### config.mk
export PLATFORM = sky130hd
export DESIGN_NAME = led_brightness_code_mapper
export DESIGN_NICKNAME = d
export VERILOG_FILES = /design/src/pkg/led_map_pkg.sv /design/src/hw/led_brightness_code_mapper.sv
export SDC_FILE = /design/constraint.sdc
export NUM_CORES = 2
export LEC_CHECK = 0
export BUFFER_PORTS_ARGS = -buffer_cell sky130_fd_sc_hd__buf_2
export CORE_UTILIZATION = 45
export CTS_BUF_LIST = sky130_fd_sc_hd__clkbuf_4
export DETAILED_ROUTE_END_ITERATION = 16
export GPL_ROUTABILITY_DRIVEN = 0
export HOLD_SLACK_MARGIN = 0.05
export PLACE_DENSITY_LB_ADDON = 0.05
export SYNTH_ARGS = -nofsm -noshare
export SYNTH_HDL_FRONTEND = slang
export SYNTH_SLANG_ARGS = --single-unit
### constraint.sdc
create_clock -name I_REF_CLK -period 37.3 [get_ports I_REF_CLK]
set_clock_uncertainty 0.1 [all_clocks]
set_input_delay 7.46 -clock I_REF_CLK [delete_from_list [all_inputs] [get_ports I_REF_CLK]]
set_output_delay 7.46 -clock I_REF_CLK [all_outputs]
set_load 0.02 [all_outputs]
### src/pkg/led_map_pkg.sv
`default_nettype none
package led_map_pkg;
   typedef logic [16:0] pct_t;
   typedef logic [14:0] ua_t;
   typedef struct packed {
      logic simple_en;
      logic pwm_neg;
      logic pwm_en;
      logic [2:0] fs_sel;
      logic lin_map;
      logic dev_en;
   } gen_cfg_s;
   typedef struct packed {
      logic wr;
      logic [7:0] addr;
      logic [7:0] wdata;
   } reg_req_s;
   localparam logic [7:0] GEN_CFG_ADDR = 8'h10;
   localparam logic [7:0] BRIGHT_ADDR = 8'hA0;
   localparam logic [7:0] GEN_CFG_RST = 8'h00;
   localparam logic [6:0] BRIGHT_RST = 7'h00;
   localparam int SIMPLE_EN_BIT = 7;
   localparam int PWM_NEG_BIT = 6;
   localparam int PWM_EN_BIT = 5;
   localparam int FS_LSB = 2;
   localparam int LIN_MAP_BIT = 1;
   localparam int DEV_EN_BIT = 0;
   localparam int PCT_FULL = 100000;
   localparam logic [6:0] LIN_SPECIAL_CODE = 7'h72;
   localparam pct_t LIN_SPECIAL_PCT = 17'h15EA0;
   localparam int LIN_SHIFT = 7;
   localparam int DUTY_BITS = 8;
   localparam int PWM_WIN_LOG2 = 19;
   localparam ua_t FS_UA [8] = '{15'h1F40, 15'h2328, 15'h2710, 15'h2AF8,
                                 15'h3C8C, 15'h57E4, 15'h6590, 15'h7368};
   localparam pct_t EXP_PCT [128] = '{
      0, 80, 86, 94, 102, 109, 117, 125, 133, 141, 148, 156, 164, 172, 180, 188,
      203, 211, 227, 242, 250, 266, 281, 297, 320, 336, 352, 375, 398, 422, 445,
      469, 500, 523, 555, 586, 617, 656, 695, 734, 773, 820, 867, 914, 969, 1031,
      1078, 1148, 1219, 1281, 1359, 1430, 1523, 1594, 1688, 1781, 1898, 2016,
      2109, 2250, 2367, 2508, 2648, 2789, 2953, 3125, 3336, 3500, 3719, 3906,
      4141, 4375, 4648, 4922, 5195, 5469, 5781, 6125, 6484, 6875, 7266, 7656,
      8047, 8594, 9063, 9609, 10078, 10781, 11250, 11953, 12656, 13359, 14219,
      15000, 15859, 16875, 17813, 18750, 19922, 20859, 22266, 23438, 24844,
      26250, 27656, 29297, 31172, 32813, 34453, 35547, 38828, 41016, 43203,
      45938, 48438, 51406, 54141, 57031, 60703, 63984, 67813, 71875, 75781,
      79688, 84375, 89844, 94531, 100000};
endpackage
`default_nettype wire

### src/hw/led_brightness_code_mapper.sv
// What this block does
// - Config bit 7 is simple enable
// - Bit 6 zero means positive PWM polarity
// - Bit 5 scales current by PWM duty
// - Bits 4:2 pick full-scale current
// - Bit 1 picks exponential or linear table
// - Bit 0 enables the device
// - PWM disabled ignores input duty cycle
// - Serial mode: full scale times mapped percentage
// - Mapping bit switches linear versus exponential curve
// - Exponential lookup starts 0, 0.080 percent, monotonic
// - Exponential code 0x72 gives 48.438 percent
// - Linear code 0x72 gives 89.76 percent
// - Polarity one uses low-time duty
`timescale 1ns/1ns
`default_nettype none
module led_brightness_code_mapper #(
   parameter int WIN_LOG2 = led_map_pkg::PWM_WIN_LOG2
) (
   input wire logic I_REF_CLK,
   input wire logic I_RESET,
   input wire logic I_CE,
   input wire led_map_pkg::reg_req_s I_REG_REQ,
   input wire logic I_PWM,
   output logic [7:0] O_REG_RDATA,
   output logic O_DEVICE_ENABLE,
   output logic O_SIMPLE_ENABLE,
   output led_map_pkg::ua_t O_LED_CURRENT_TARGET
);
   import led_map_pkg::*;

   gen_cfg_s cfg_q;
   logic [6:0] brightness_code_q;
   logic [WIN_LOG2-1:0] win_cnt_q;
   logic [WIN_LOG2:0] high_cnt_q;
   logic [WIN_LOG2:0] high_cnt_d;
   logic [DUTY_BITS:0] duty_q;
   logic pwm_active;
   pct_t pct_d;
   pct_t pct_q;
   ua_t full_scale_led_current_q;
   ua_t base_q;
   logic [24:0] lin_wide;
   logic [31:0] prod_d;
   logic [23:0] duty_prod_d;
   ua_t led_current_target_d;

   // Register writes
   always_ff @(posedge I_REF_CLK)
   begin
      if (I_RESET)
      begin
         cfg_q <= gen_cfg_s'(GEN_CFG_RST);
      end
      else if (I_CE && I_REG_REQ.wr && I_REG_REQ.addr == GEN_CFG_ADDR)
      begin
         cfg_q <= gen_cfg_s'(I_REG_REQ.wdata);
      end
   end

   always_ff @(posedge I_REF_CLK)
   begin
      if (I_RESET)
      begin
         brightness_code_q <= BRIGHT_RST;
      end
      else if (I_CE && I_REG_REQ.wr && I_REG_REQ.addr == BRIGHT_ADDR)
      begin
         // Top bit dropped: only 128 codes exist
         brightness_code_q <= I_REG_REQ.wdata[6:0];
      end
   end

   // Register reads, unmapped addresses read zero
   always_ff @(posedge I_REF_CLK)
   begin
      if (I_RESET)
      begin
         O_REG_RDATA <= 8'h00;
      end
      else if (I_CE)
      begin
         if (I_REG_REQ.addr == GEN_CFG_ADDR)
         begin
            O_REG_RDATA <= 8'(cfg_q);
         end
         else if (I_REG_REQ.addr == BRIGHT_ADDR)
         begin
            O_REG_RDATA <= {1'b0, brightness_code_q};
         end
         else
         begin
            O_REG_RDATA <= 8'h00;
         end
      end
   end

   always_ff @(posedge I_REF_CLK)
   begin
      if (I_RESET)
      begin
         O_DEVICE_ENABLE <= 1'b0;
         O_SIMPLE_ENABLE <= 1'b0;
      end
      else if (I_CE)
      begin
         O_DEVICE_ENABLE <= cfg_q.dev_en;
         O_SIMPLE_ENABLE <= cfg_q.simple_en;
      end
   end

   // Duty measured over a fixed power-of-two window so scaling is a shift
   assign pwm_active = I_PWM ^ cfg_q.pwm_neg;
   assign high_cnt_d = high_cnt_q + (WIN_LOG2 + 1)'(pwm_active);

   always_ff @(posedge I_REF_CLK)
   begin
      if (I_RESET)
      begin
         win_cnt_q <= '0;
         high_cnt_q <= '0;
         duty_q <= '0;
      end
      else if (I_CE)
      begin
         win_cnt_q <= win_cnt_q + 1'b1;
         if (&win_cnt_q)
         begin
            duty_q <= high_cnt_d[WIN_LOG2 -: DUTY_BITS + 1];
            high_cnt_q <= '0;
         end
         else
         begin
            high_cnt_q <= high_cnt_d;
         end
      end
   end

   // Exponential table lookup or linear formula, no interpolation between codes
   assign lin_wide = 25'((25'(brightness_code_q) + 25'h1) * 25'(PCT_FULL)) >> LIN_SHIFT;

   always_comb
   begin
      if (!cfg_q.lin_map)
      begin
         pct_d = EXP_PCT[brightness_code_q];
      end
      else if (brightness_code_q == 7'h00)
      begin
         pct_d = '0;
      end
      else if (brightness_code_q == LIN_SPECIAL_CODE)
      begin
         pct_d = LIN_SPECIAL_PCT;
      end
      else
      begin
         pct_d = lin_wide[16:0];
      end
   end

   always_ff @(posedge I_REF_CLK)
   begin
      if (I_RESET)
      begin
         pct_q <= '0;
         full_scale_led_current_q <= '0;
      end
      else if (I_CE)
      begin
         pct_q <= pct_d;
         full_scale_led_current_q <= FS_UA[cfg_q.fs_sel];
      end
   end

   assign prod_d = 32'(full_scale_led_current_q) * 32'(pct_q);

   always_ff @(posedge I_REF_CLK)
   begin
      if (I_RESET)
      begin
         base_q <= '0;
      end
      else if (I_CE)
      begin
         base_q <= 15'(prod_d / 32'(PCT_FULL));
      end
   end

   assign duty_prod_d = 24'(base_q) * 24'(duty_q);

   // Disabled device forces zero; PWM off means duty is not looked at
   always_comb
   begin
      if (!cfg_q.dev_en)
      begin
         led_current_target_d = '0;
      end
      else if (cfg_q.pwm_en)
      begin
         led_current_target_d = duty_prod_d[DUTY_BITS +: 15];
      end
      else
      begin
         led_current_target_d = base_q;
      end
   end

   always_ff @(posedge I_REF_CLK)
   begin
      if (I_RESET)
      begin
         O_LED_CURRENT_TARGET <= '0;
      end
      else if (I_CE)
      begin
         O_LED_CURRENT_TARGET <= led_current_target_d;
      end
   end

   // Checks
   AST_SIMPLE: assert property (@(posedge I_REF_CLK) disable iff (I_RESET)
      I_CE |=> O_SIMPLE_ENABLE == $past(cfg_q.simple_en))
      else $error("Simple enable output wrong");

   AST_POLARITY: assert property (@(posedge I_REF_CLK) disable iff (I_RESET)
      !cfg_q.pwm_neg |-> pwm_active == I_PWM)
      else $error("Positive polarity not followed");

   AST_NEG_POL: assert property (@(posedge I_REF_CLK) disable iff (I_RESET)
      cfg_q.pwm_neg |-> pwm_active == !I_PWM)
      else $error("Negative polarity not followed");

   AST_PWM_SCALE: assert property (@(posedge I_REF_CLK) disable iff (I_RESET)
      I_CE && cfg_q.dev_en && cfg_q.pwm_en |=>
      O_LED_CURRENT_TARGET == 15'((24'($past(base_q)) * 24'($past(duty_q))) >> DUTY_BITS))
      else $error("Duty scaling wrong");

   AST_FULL_SCALE: assert property (@(posedge I_REF_CLK) disable iff (I_RESET)
      I_CE && cfg_q.fs_sel == 3'h4 |=> full_scale_led_current_q == 15'h3C8C)
      else $error("Full scale 100 not 15.5 mA");

   AST_FULL_SCALE_5: assert property (@(posedge I_REF_CLK) disable iff (I_RESET)
      I_CE && cfg_q.fs_sel == 3'h5 |=> full_scale_led_current_q == 15'h57E4)
      else $error("Full scale 101 not 22.5 mA");

   AST_DISABLE: assert property (@(posedge I_REF_CLK) disable iff (I_RESET)
      I_CE && !cfg_q.dev_en |=> O_LED_CURRENT_TARGET == '0)
      else $error("Disabled device drives current");

   AST_NO_DUTY: assert property (@(posedge I_REF_CLK) disable iff (I_RESET)
      I_CE && cfg_q.dev_en && !cfg_q.pwm_en |=> O_LED_CURRENT_TARGET == $past(base_q))
      else $error("Duty used with PWM off");

   AST_SERIAL_PRODUCT: assert property (@(posedge I_REF_CLK) disable iff (I_RESET)
      I_CE |=> base_q == 15'((32'($past(full_scale_led_current_q)) * 32'($past(pct_q)))
      / 32'(PCT_FULL)))
      else $error("Product of full scale and percentage wrong");

   AST_EXP_LOW: assert property (@(posedge I_REF_CLK) disable iff (I_RESET)
      !cfg_q.lin_map && brightness_code_q == 7'h01 |-> pct_d == 17'h00050)
      else $error("Exponential code 1 not 0.080 percent");

   AST_EXP_72: assert property (@(posedge I_REF_CLK) disable iff (I_RESET)
      !cfg_q.lin_map && brightness_code_q == 7'h72 |-> pct_d == 17'h0BD36)
      else $error("Exponential code 0x72 wrong");

   AST_LIN_72: assert property (@(posedge I_REF_CLK) disable iff (I_RESET)
      cfg_q.lin_map && brightness_code_q == 7'h72 |-> pct_d == 17'h15EA0)
      else $error("Linear code 0x72 wrong");

   AST_MAP_SWITCH: assert property (@(posedge I_REF_CLK) disable iff (I_RESET)
      I_CE && $stable(brightness_code_q) && $changed(cfg_q.lin_map)
      && brightness_code_q == 7'h72 |-> pct_d != $past(pct_d))
      else $error("Mapping select had no effect");

   AST_CODE_ZERO: assert property (@(posedge I_REF_CLK) disable iff (I_RESET)
      brightness_code_q == 7'h00 |-> pct_d == '0)
      else $error("Code zero not zero percent");

   AST_DEV_ENABLE: assert property (@(posedge I_REF_CLK) disable iff (I_RESET)
      I_CE |=> O_DEVICE_ENABLE == $past(cfg_q.dev_en))
      else $error("Device enable output wrong");

   // Struct layout checked against the bit positions, not against itself
   AST_CFG_FLAGS: assert property (@(posedge I_REF_CLK) disable iff (I_RESET)
      I_CE && I_REG_REQ.wr && I_REG_REQ.addr == GEN_CFG_ADDR |=>
      cfg_q.simple_en == $past(I_REG_REQ.wdata[SIMPLE_EN_BIT])
      && cfg_q.pwm_neg == $past(I_REG_REQ.wdata[PWM_NEG_BIT])
      && cfg_q.pwm_en == $past(I_REG_REQ.wdata[PWM_EN_BIT])
      && cfg_q.dev_en == $past(I_REG_REQ.wdata[DEV_EN_BIT]))
      else $error("Configuration flag bit misplaced");

   AST_CFG_FIELDS: assert property (@(posedge I_REF_CLK) disable iff (I_RESET)
      I_CE && I_REG_REQ.wr && I_REG_REQ.addr == GEN_CFG_ADDR |=>
      cfg_q.fs_sel == $past(I_REG_REQ.wdata[FS_LSB +: 3])
      && cfg_q.lin_map == $past(I_REG_REQ.wdata[LIN_MAP_BIT]))
      else $error("Full-scale or mapping field misplaced");

   COV_SERIAL: cover property (@(posedge I_REF_CLK) disable iff (I_RESET)
      cfg_q.dev_en && !cfg_q.pwm_en && !cfg_q.simple_en && O_LED_CURRENT_TARGET != '0);
   COV_PWM: cover property (@(posedge I_REF_CLK) disable iff (I_RESET)
      cfg_q.dev_en && cfg_q.pwm_en && duty_q != '0 && O_LED_CURRENT_TARGET != '0);
   COV_LINEAR: cover property (@(posedge I_REF_CLK) disable iff (I_RESET)
      cfg_q.lin_map && cfg_q.dev_en && pct_q == LIN_SPECIAL_PCT);
   COV_NEG_PWM: cover property (@(posedge I_REF_CLK) disable iff (I_RESET)
      cfg_q.pwm_neg && cfg_q.pwm_en && O_LED_CURRENT_TARGET != '0);
endmodule
`default_nettype wire

Yosys cells after proc, flatten, opt, wreduce, memory -nomap -nowiden

Memories as Yosys holds them, arrays and structs flattened. A register that Yosys moved wholly into a read port is not among the register bits.
Cells that the tools add are included.

Equal/unequal tests: 3
Multiplexer cells: 10
Bitwise gates (word level): 3
Add/sub/neg operators: 3
$lt $le $gt $ge: 1
Reductions and logical operators: 6
Div/mod/pow operators: 1
Multipliers: 3

Operators by type and width:

| operator                                            | count |
|---|---|
| 2-to-1 mux 17 bit                                   | 5 |
| divider 32 x 17 -> 32 bit, second input constant    | 1 |
| multiplier 15 x 17 -> 32 bit                        | 1 |
| 2-to-1 mux 15 bit                                   | 2 |
| multiplier 15 x 9 -> 23 bit                         | 1 |
| adder 20 x 1 -> 20 bit                              | 1 |
| 2-to-1 mux 20 bit                                   | 1 |
| AND reduction 20 bit                                | 1 |
| adder 19 x 1 -> 19 bit, second input constant       | 1 |
| multiplier 8 x 12 -> 19 bit, second input constant  | 1 |
| AND reduction 19 bit                                | 1 |
| adder 7 x 1 -> 8 bit, second input constant         | 1 |
| equality test 8 x 5 -> 1 bit, second input constant | 1 |
| equality test 8 bit, second input constant          | 1 |
| >= comparator 8 bit, second input constant          | 1 |
| 2-to-1 mux 8 bit                                    | 1 |
| NOT 7 -> 8 bit                                      | 1 |
| equality test 7 bit, second input constant          | 1 |
| zero test 7 bit                                     | 1 |
| 2-to-1 mux 7 bit                                    | 1 |
| NOT 3 -> 4 bit                                      | 1 |
| logical AND 1 bit                                   | 3 |
| XOR 1 bit                                           | 1 |

ROM bits: 2296
Bits in registers: 120
Memories: 2
Output and inout port bits: 25
Logic and storage cells: 48
Input bits: 21

Memory list:

| memory          | depth | bits a word | read ports | clocked after memory_dff | wr ports | RTL line                          | source |
|---|---|---|---|---|---|---|---|
| (no name shown) | 128   | 17          | 1          | 0                        | 0        | led_brightness_code_mapper.sv:146 | `pct_d = EXP_PCT[brightness_code_q];` |
| (no name shown) | 8     | 15          | 1          | 1                        | 0        | led_brightness_code_mapper.sv:172 | `full_scale_led_current_q <= FS_UA[cfg_q.fs_sel];` |

Depth between registers and ports, before layout

Word-level depth: 5
Depth in mapped cells: 85
Gate-level depth less buffers: 68

Worst setup path after synthesis

No wires, ideal clock.

Path kind: reg2reg
From: register full_scale_led_current_q[4]
To: register base_q[0]
Cell stages (with the launch flop): 78
Slack: 17554 ps
Required time: 37078 ps
Path buffers: 10
Arrival time: 19524 ps
Setup time: 122 ps
Clock period less this slack: 19746 ps
Cells stage by stage: dfxtp_1 > clkbuf_1 > and2_1 > fa_1 > inv_1 > fa_1 > inv_1 > fa_1 > inv_1 > fa_1 > inv_1 > fa_1 > ha_1 > ha_1 > buf_2 > and3_2 > a221o_1 > a211o_1 > (+42 left out) > o21bai_1 > a2111oi_4 > nor3b_4 > a21oi_1 > buf_4 > nor4_1 > a41oi_1 > o311ai_2 > a21o_1 > buf_4 > nor3_1 > o31a_1 > or4_4 > a311o_1 > a2111oi_0 > a311o_1 > a21boi_1 > a311o_1

Word-level cells in the longest chain between the ends: 2

Ends and longest elaborated chain:

| what                         | RTL line                          | source |
|---|---|---|
| start: declaration           | led_brightness_code_mapper.sv:41  | `ua_t full_scale_led_current_q;` |
| multiplier 15 x 17 -> 32 bit | led_brightness_code_mapper.sv:176 | `assign prod_d = 32'(full_scale_led_current_q) * 32'(pct_q);` |
| divider 32 x 17 -> 32 bit    | led_brightness_code_mapper.sv:186 | `base_q <= 15'(prod_d / 32'(PCT_FULL));` |
| end signal: assignment       | led_brightness_code_mapper.sv:186 |  |
| end: declaration             | led_brightness_code_mapper.sv:42  | `ua_t base_q;` |

Every way passes these cells.
A chain may end at the register's enable or synchronous reset.

Worst setup path after layout

From: register full_scale_led_current_q[5]
To: register base_q[0]

Same word-level chain as after synthesis.

==> impl_metrics.yaml <==
outcome:
  outcome: "completed"
setup_path:
  cpMostUsedCell: "fa_1"
  critPathMaxFanout: 21
  cp_num_buf_inv: 4
  crit_required_ps: 37680
  reg2reg_from: "full_scale_led_current_q[5]"
  crit_family: "compound AO/OA/AOI/OAI gates"
  slowest_stage: "nor2_1"
  crit_type: "register to register"
  crit_cells: 67
  slowest_delay_ps: 860
  cp-startpoint: "full_scale_led_current_q[5]"
  critPathCaptureType: "register"
  arrival_ps: 25520
  reg2reg_depth: 67
  worstSetupStartpointType: "register"
clock_network:
  clock_sinks: 133
  clkTransAtPathRegs_ps: 150
  cts-root-buf: "clkbuf_4"
  cts_tree: "done"
  cts_hold_buf: 0
  htreeDepth: 4
  clock_latency_ps: 610
  ctsResizeCount: 0
  clk_path_buf_depth: 2
  cts_post_setup_buffers_inserted: 0
  cts_buffers: 17
yosys:
  yosys_warnings: 0
  ys_seq_area_share_pct: 9.09
  synth-edff-count: 0
  synth_area_leader_cell: "fa_1"
  synth_top_area_share_pct: 18.2
  avgSynthCellArea_um2: 7.65
  synthDistinctLibCells: 144
  syn_nets: 4334
  syn_area_um2: 29300
  synthTopCellsByArea: "fa_1 18%, ha_1 9.3%, dfxtp_1 9.1%"
  ys_seq_elements: 133
  synthArstFlopShare_pct: 0
  synthesis.instances: 3830
  synthFlopType: "dfxtp_1"
floorplan:
  io_pins: 46
  die_h_um: 257
  rows: 93
  die_area_um2: 66100
  core_um2: 64300
  die_x_um: 257
  start_util_pct: 45.5
place:
  io_buffers: 45
  place_hpwl_um: 65100
  place_area_um2: 29800
final_layout:
  syn2layout_area_growth_pct: 2.58
  stdcell_area_um2: 30000
  nNetsFinal: 4202
  drive_gt1_share_pct: 6.84
route:
  firstDrtPassIters: 6
  wl_per_cell_um: 18.4
  drc_errors: 0
  vias_per_cell: 5.99
  drt_iter0_drc: 2383
  ant_nets: 0
  drt_wl_total_um: 84200
  vias: 27300
timing:
  fin_crit_sh_pct: 67.4
  rsz0062_at_grt: "no"
  max_slew_margin_pct: 26.0
  setup_tns_ps: 0
  drv_slew: 0
  fmax_mhz: 39.8
  tightest_slew_ps: 1110
  min_period_ps: 25140
  hold_viol_final: 0
  setup_viol_count_final: 0
worst_hold_path:
  hold_path_class: "register to register"
  hold_depth: 2
  hold_start: "O_REG_RDATA[7]"
grt:
  track_usage_pct: 25.2
  grt_start_max_net_pins: 88
  gr-total-overflow: 0
  grt_pass1_vias: 26400
  antenna_found_initial: 1
  grt_pass1_wl_um: 139000
flow_run:
  cap_violations: 0
layout by cell type (no fill, tap or decap), drive strengths merged, types with 14 or more instances in the layout:
cell type  instances
nand4             28
mux2i             83
a31oi             45
a21o              40
nor2             359
o211ai            58
a211oi            81
nor4              25
nor2b             14
o21a              19
o21ai            176
ha               217
a221oi            19
xor2              62
and3              29
or2               22
or3               28
o22ai             17
nand3             92
o31a              15
buf               72
inv              339
and2             162
a211o             14
mux2              17
dfxtp            133
o311ai            19
nand2b            28
o31ai             21
xnor2            126
clkbuf            18
a21oi            251
nor3              92
nand2            483
fa               266
per-stage QoR:
stage / std cells / hold slack [ps] / util [%] / setup slack, ps
after floorplan: 3830 / 345 / - / 17550
after global placement: 4534 / 352 / 46.2 / 13460
after detailed placement: 4534 / 358 / 46.2 / 12620
after CTS: 4566 / 377 / 46.7 / 12470
after global routing: 4567 / 398 / 46.7 / 10150
final: 4567 / 377 / 46.7 / 12160
registers in the layout (all words and copies together), names as in the netlist:
register,count
O_DEVICE_ENABLE,1
O_LED_CURRENT_TARGET,15
O_REG_RDATA,8
O_SIMPLE_ENABLE,1
base_q,15
brightness_code_q,7
cfg_q,8
duty_q,9
full_scale_led_current_q,13
high_cnt_q,20
pct_q,17
win_cnt_q,19
final cells by class:
type,instances,area (um^2)
diodes,1,2.50
clock buffers,18,135
clock inverters,14,149
fillers,6407,34300
inverters,335,1260
multi-input cells,3139,24300
flip-flops and latches,133,2670
well taps,855,1070
repair buffers,72,433
path summary, 6_finish.rpt:
check	slack [ps]	end
setup reg to reg	12160	base_q[0]
setup / recovery	12160	base_q[0]
hold / removal	380	O_REG_RDATA[7]
hold reg to reg	380	O_REG_RDATA[7]
layer usage:
| metal | up-vias | share of wire, % | wire length (um) | GRT usage, % |
|---|---|---|---|---|
| met3 | 102 | 4.9 | 4150 | 2.52 |
| li1 | 13100 | - | - | - |
| met5 | - | 0 | 0 | 0 |
| met1 | 13300 | 47 | 39400 | 35.6 |
| met4 | 0 | 1.7 | 1410 | 5.46 |
| met2 | 848 | 47 | 39200 | 41.4 |
cell families (layout without fill, tap and decap cells):
group           Yosys count  count (layout)  synth area share [%]
other cells               0               1                     0
simple gates           1419            1419                  23.2
xor+xnor                188             188                  5.75
compound gates          942             942                  22.7
buf+inv                 558             439                  7.84
mux                     102             102                  3.78
flops                   133             133                  9.09
fa+ha+maj               488             488                  27.6
synthesized netlist by cell type (all sizes together), types with 12 or more instances:
master,instances
a21oi,251
clkbuf,164
fa,266
mux2i,83
a211oi,81
ha,217
o211ai,58
and3,29
nand2,483
o21ai,176
a311oi,12
dfxtp,133
nor4,25
a31oi,45
or3,28
nand2b,28
a22oi,12
o31a,15
nor2,359
nor3,92
and2,162
a221oi,19
nor2b,14
xnor2,126
o21a,19
inv,334
o311ai,19
xor2,62
or2,22
o22ai,17
mux2,17
nand3,92
nand4,28
o31ai,21
a211o,14
a21o,40
buf,59
or4,12
tightest hold or removal path, cell delays in order, from the launching register on:
cell and delay [ps]:
dfxtp_1 330, nand2_1 60, a21oi_1 50
Power is not shown: default switching activity piles up to over one toggle a cycle in this logic, so the estimate is an artifact.
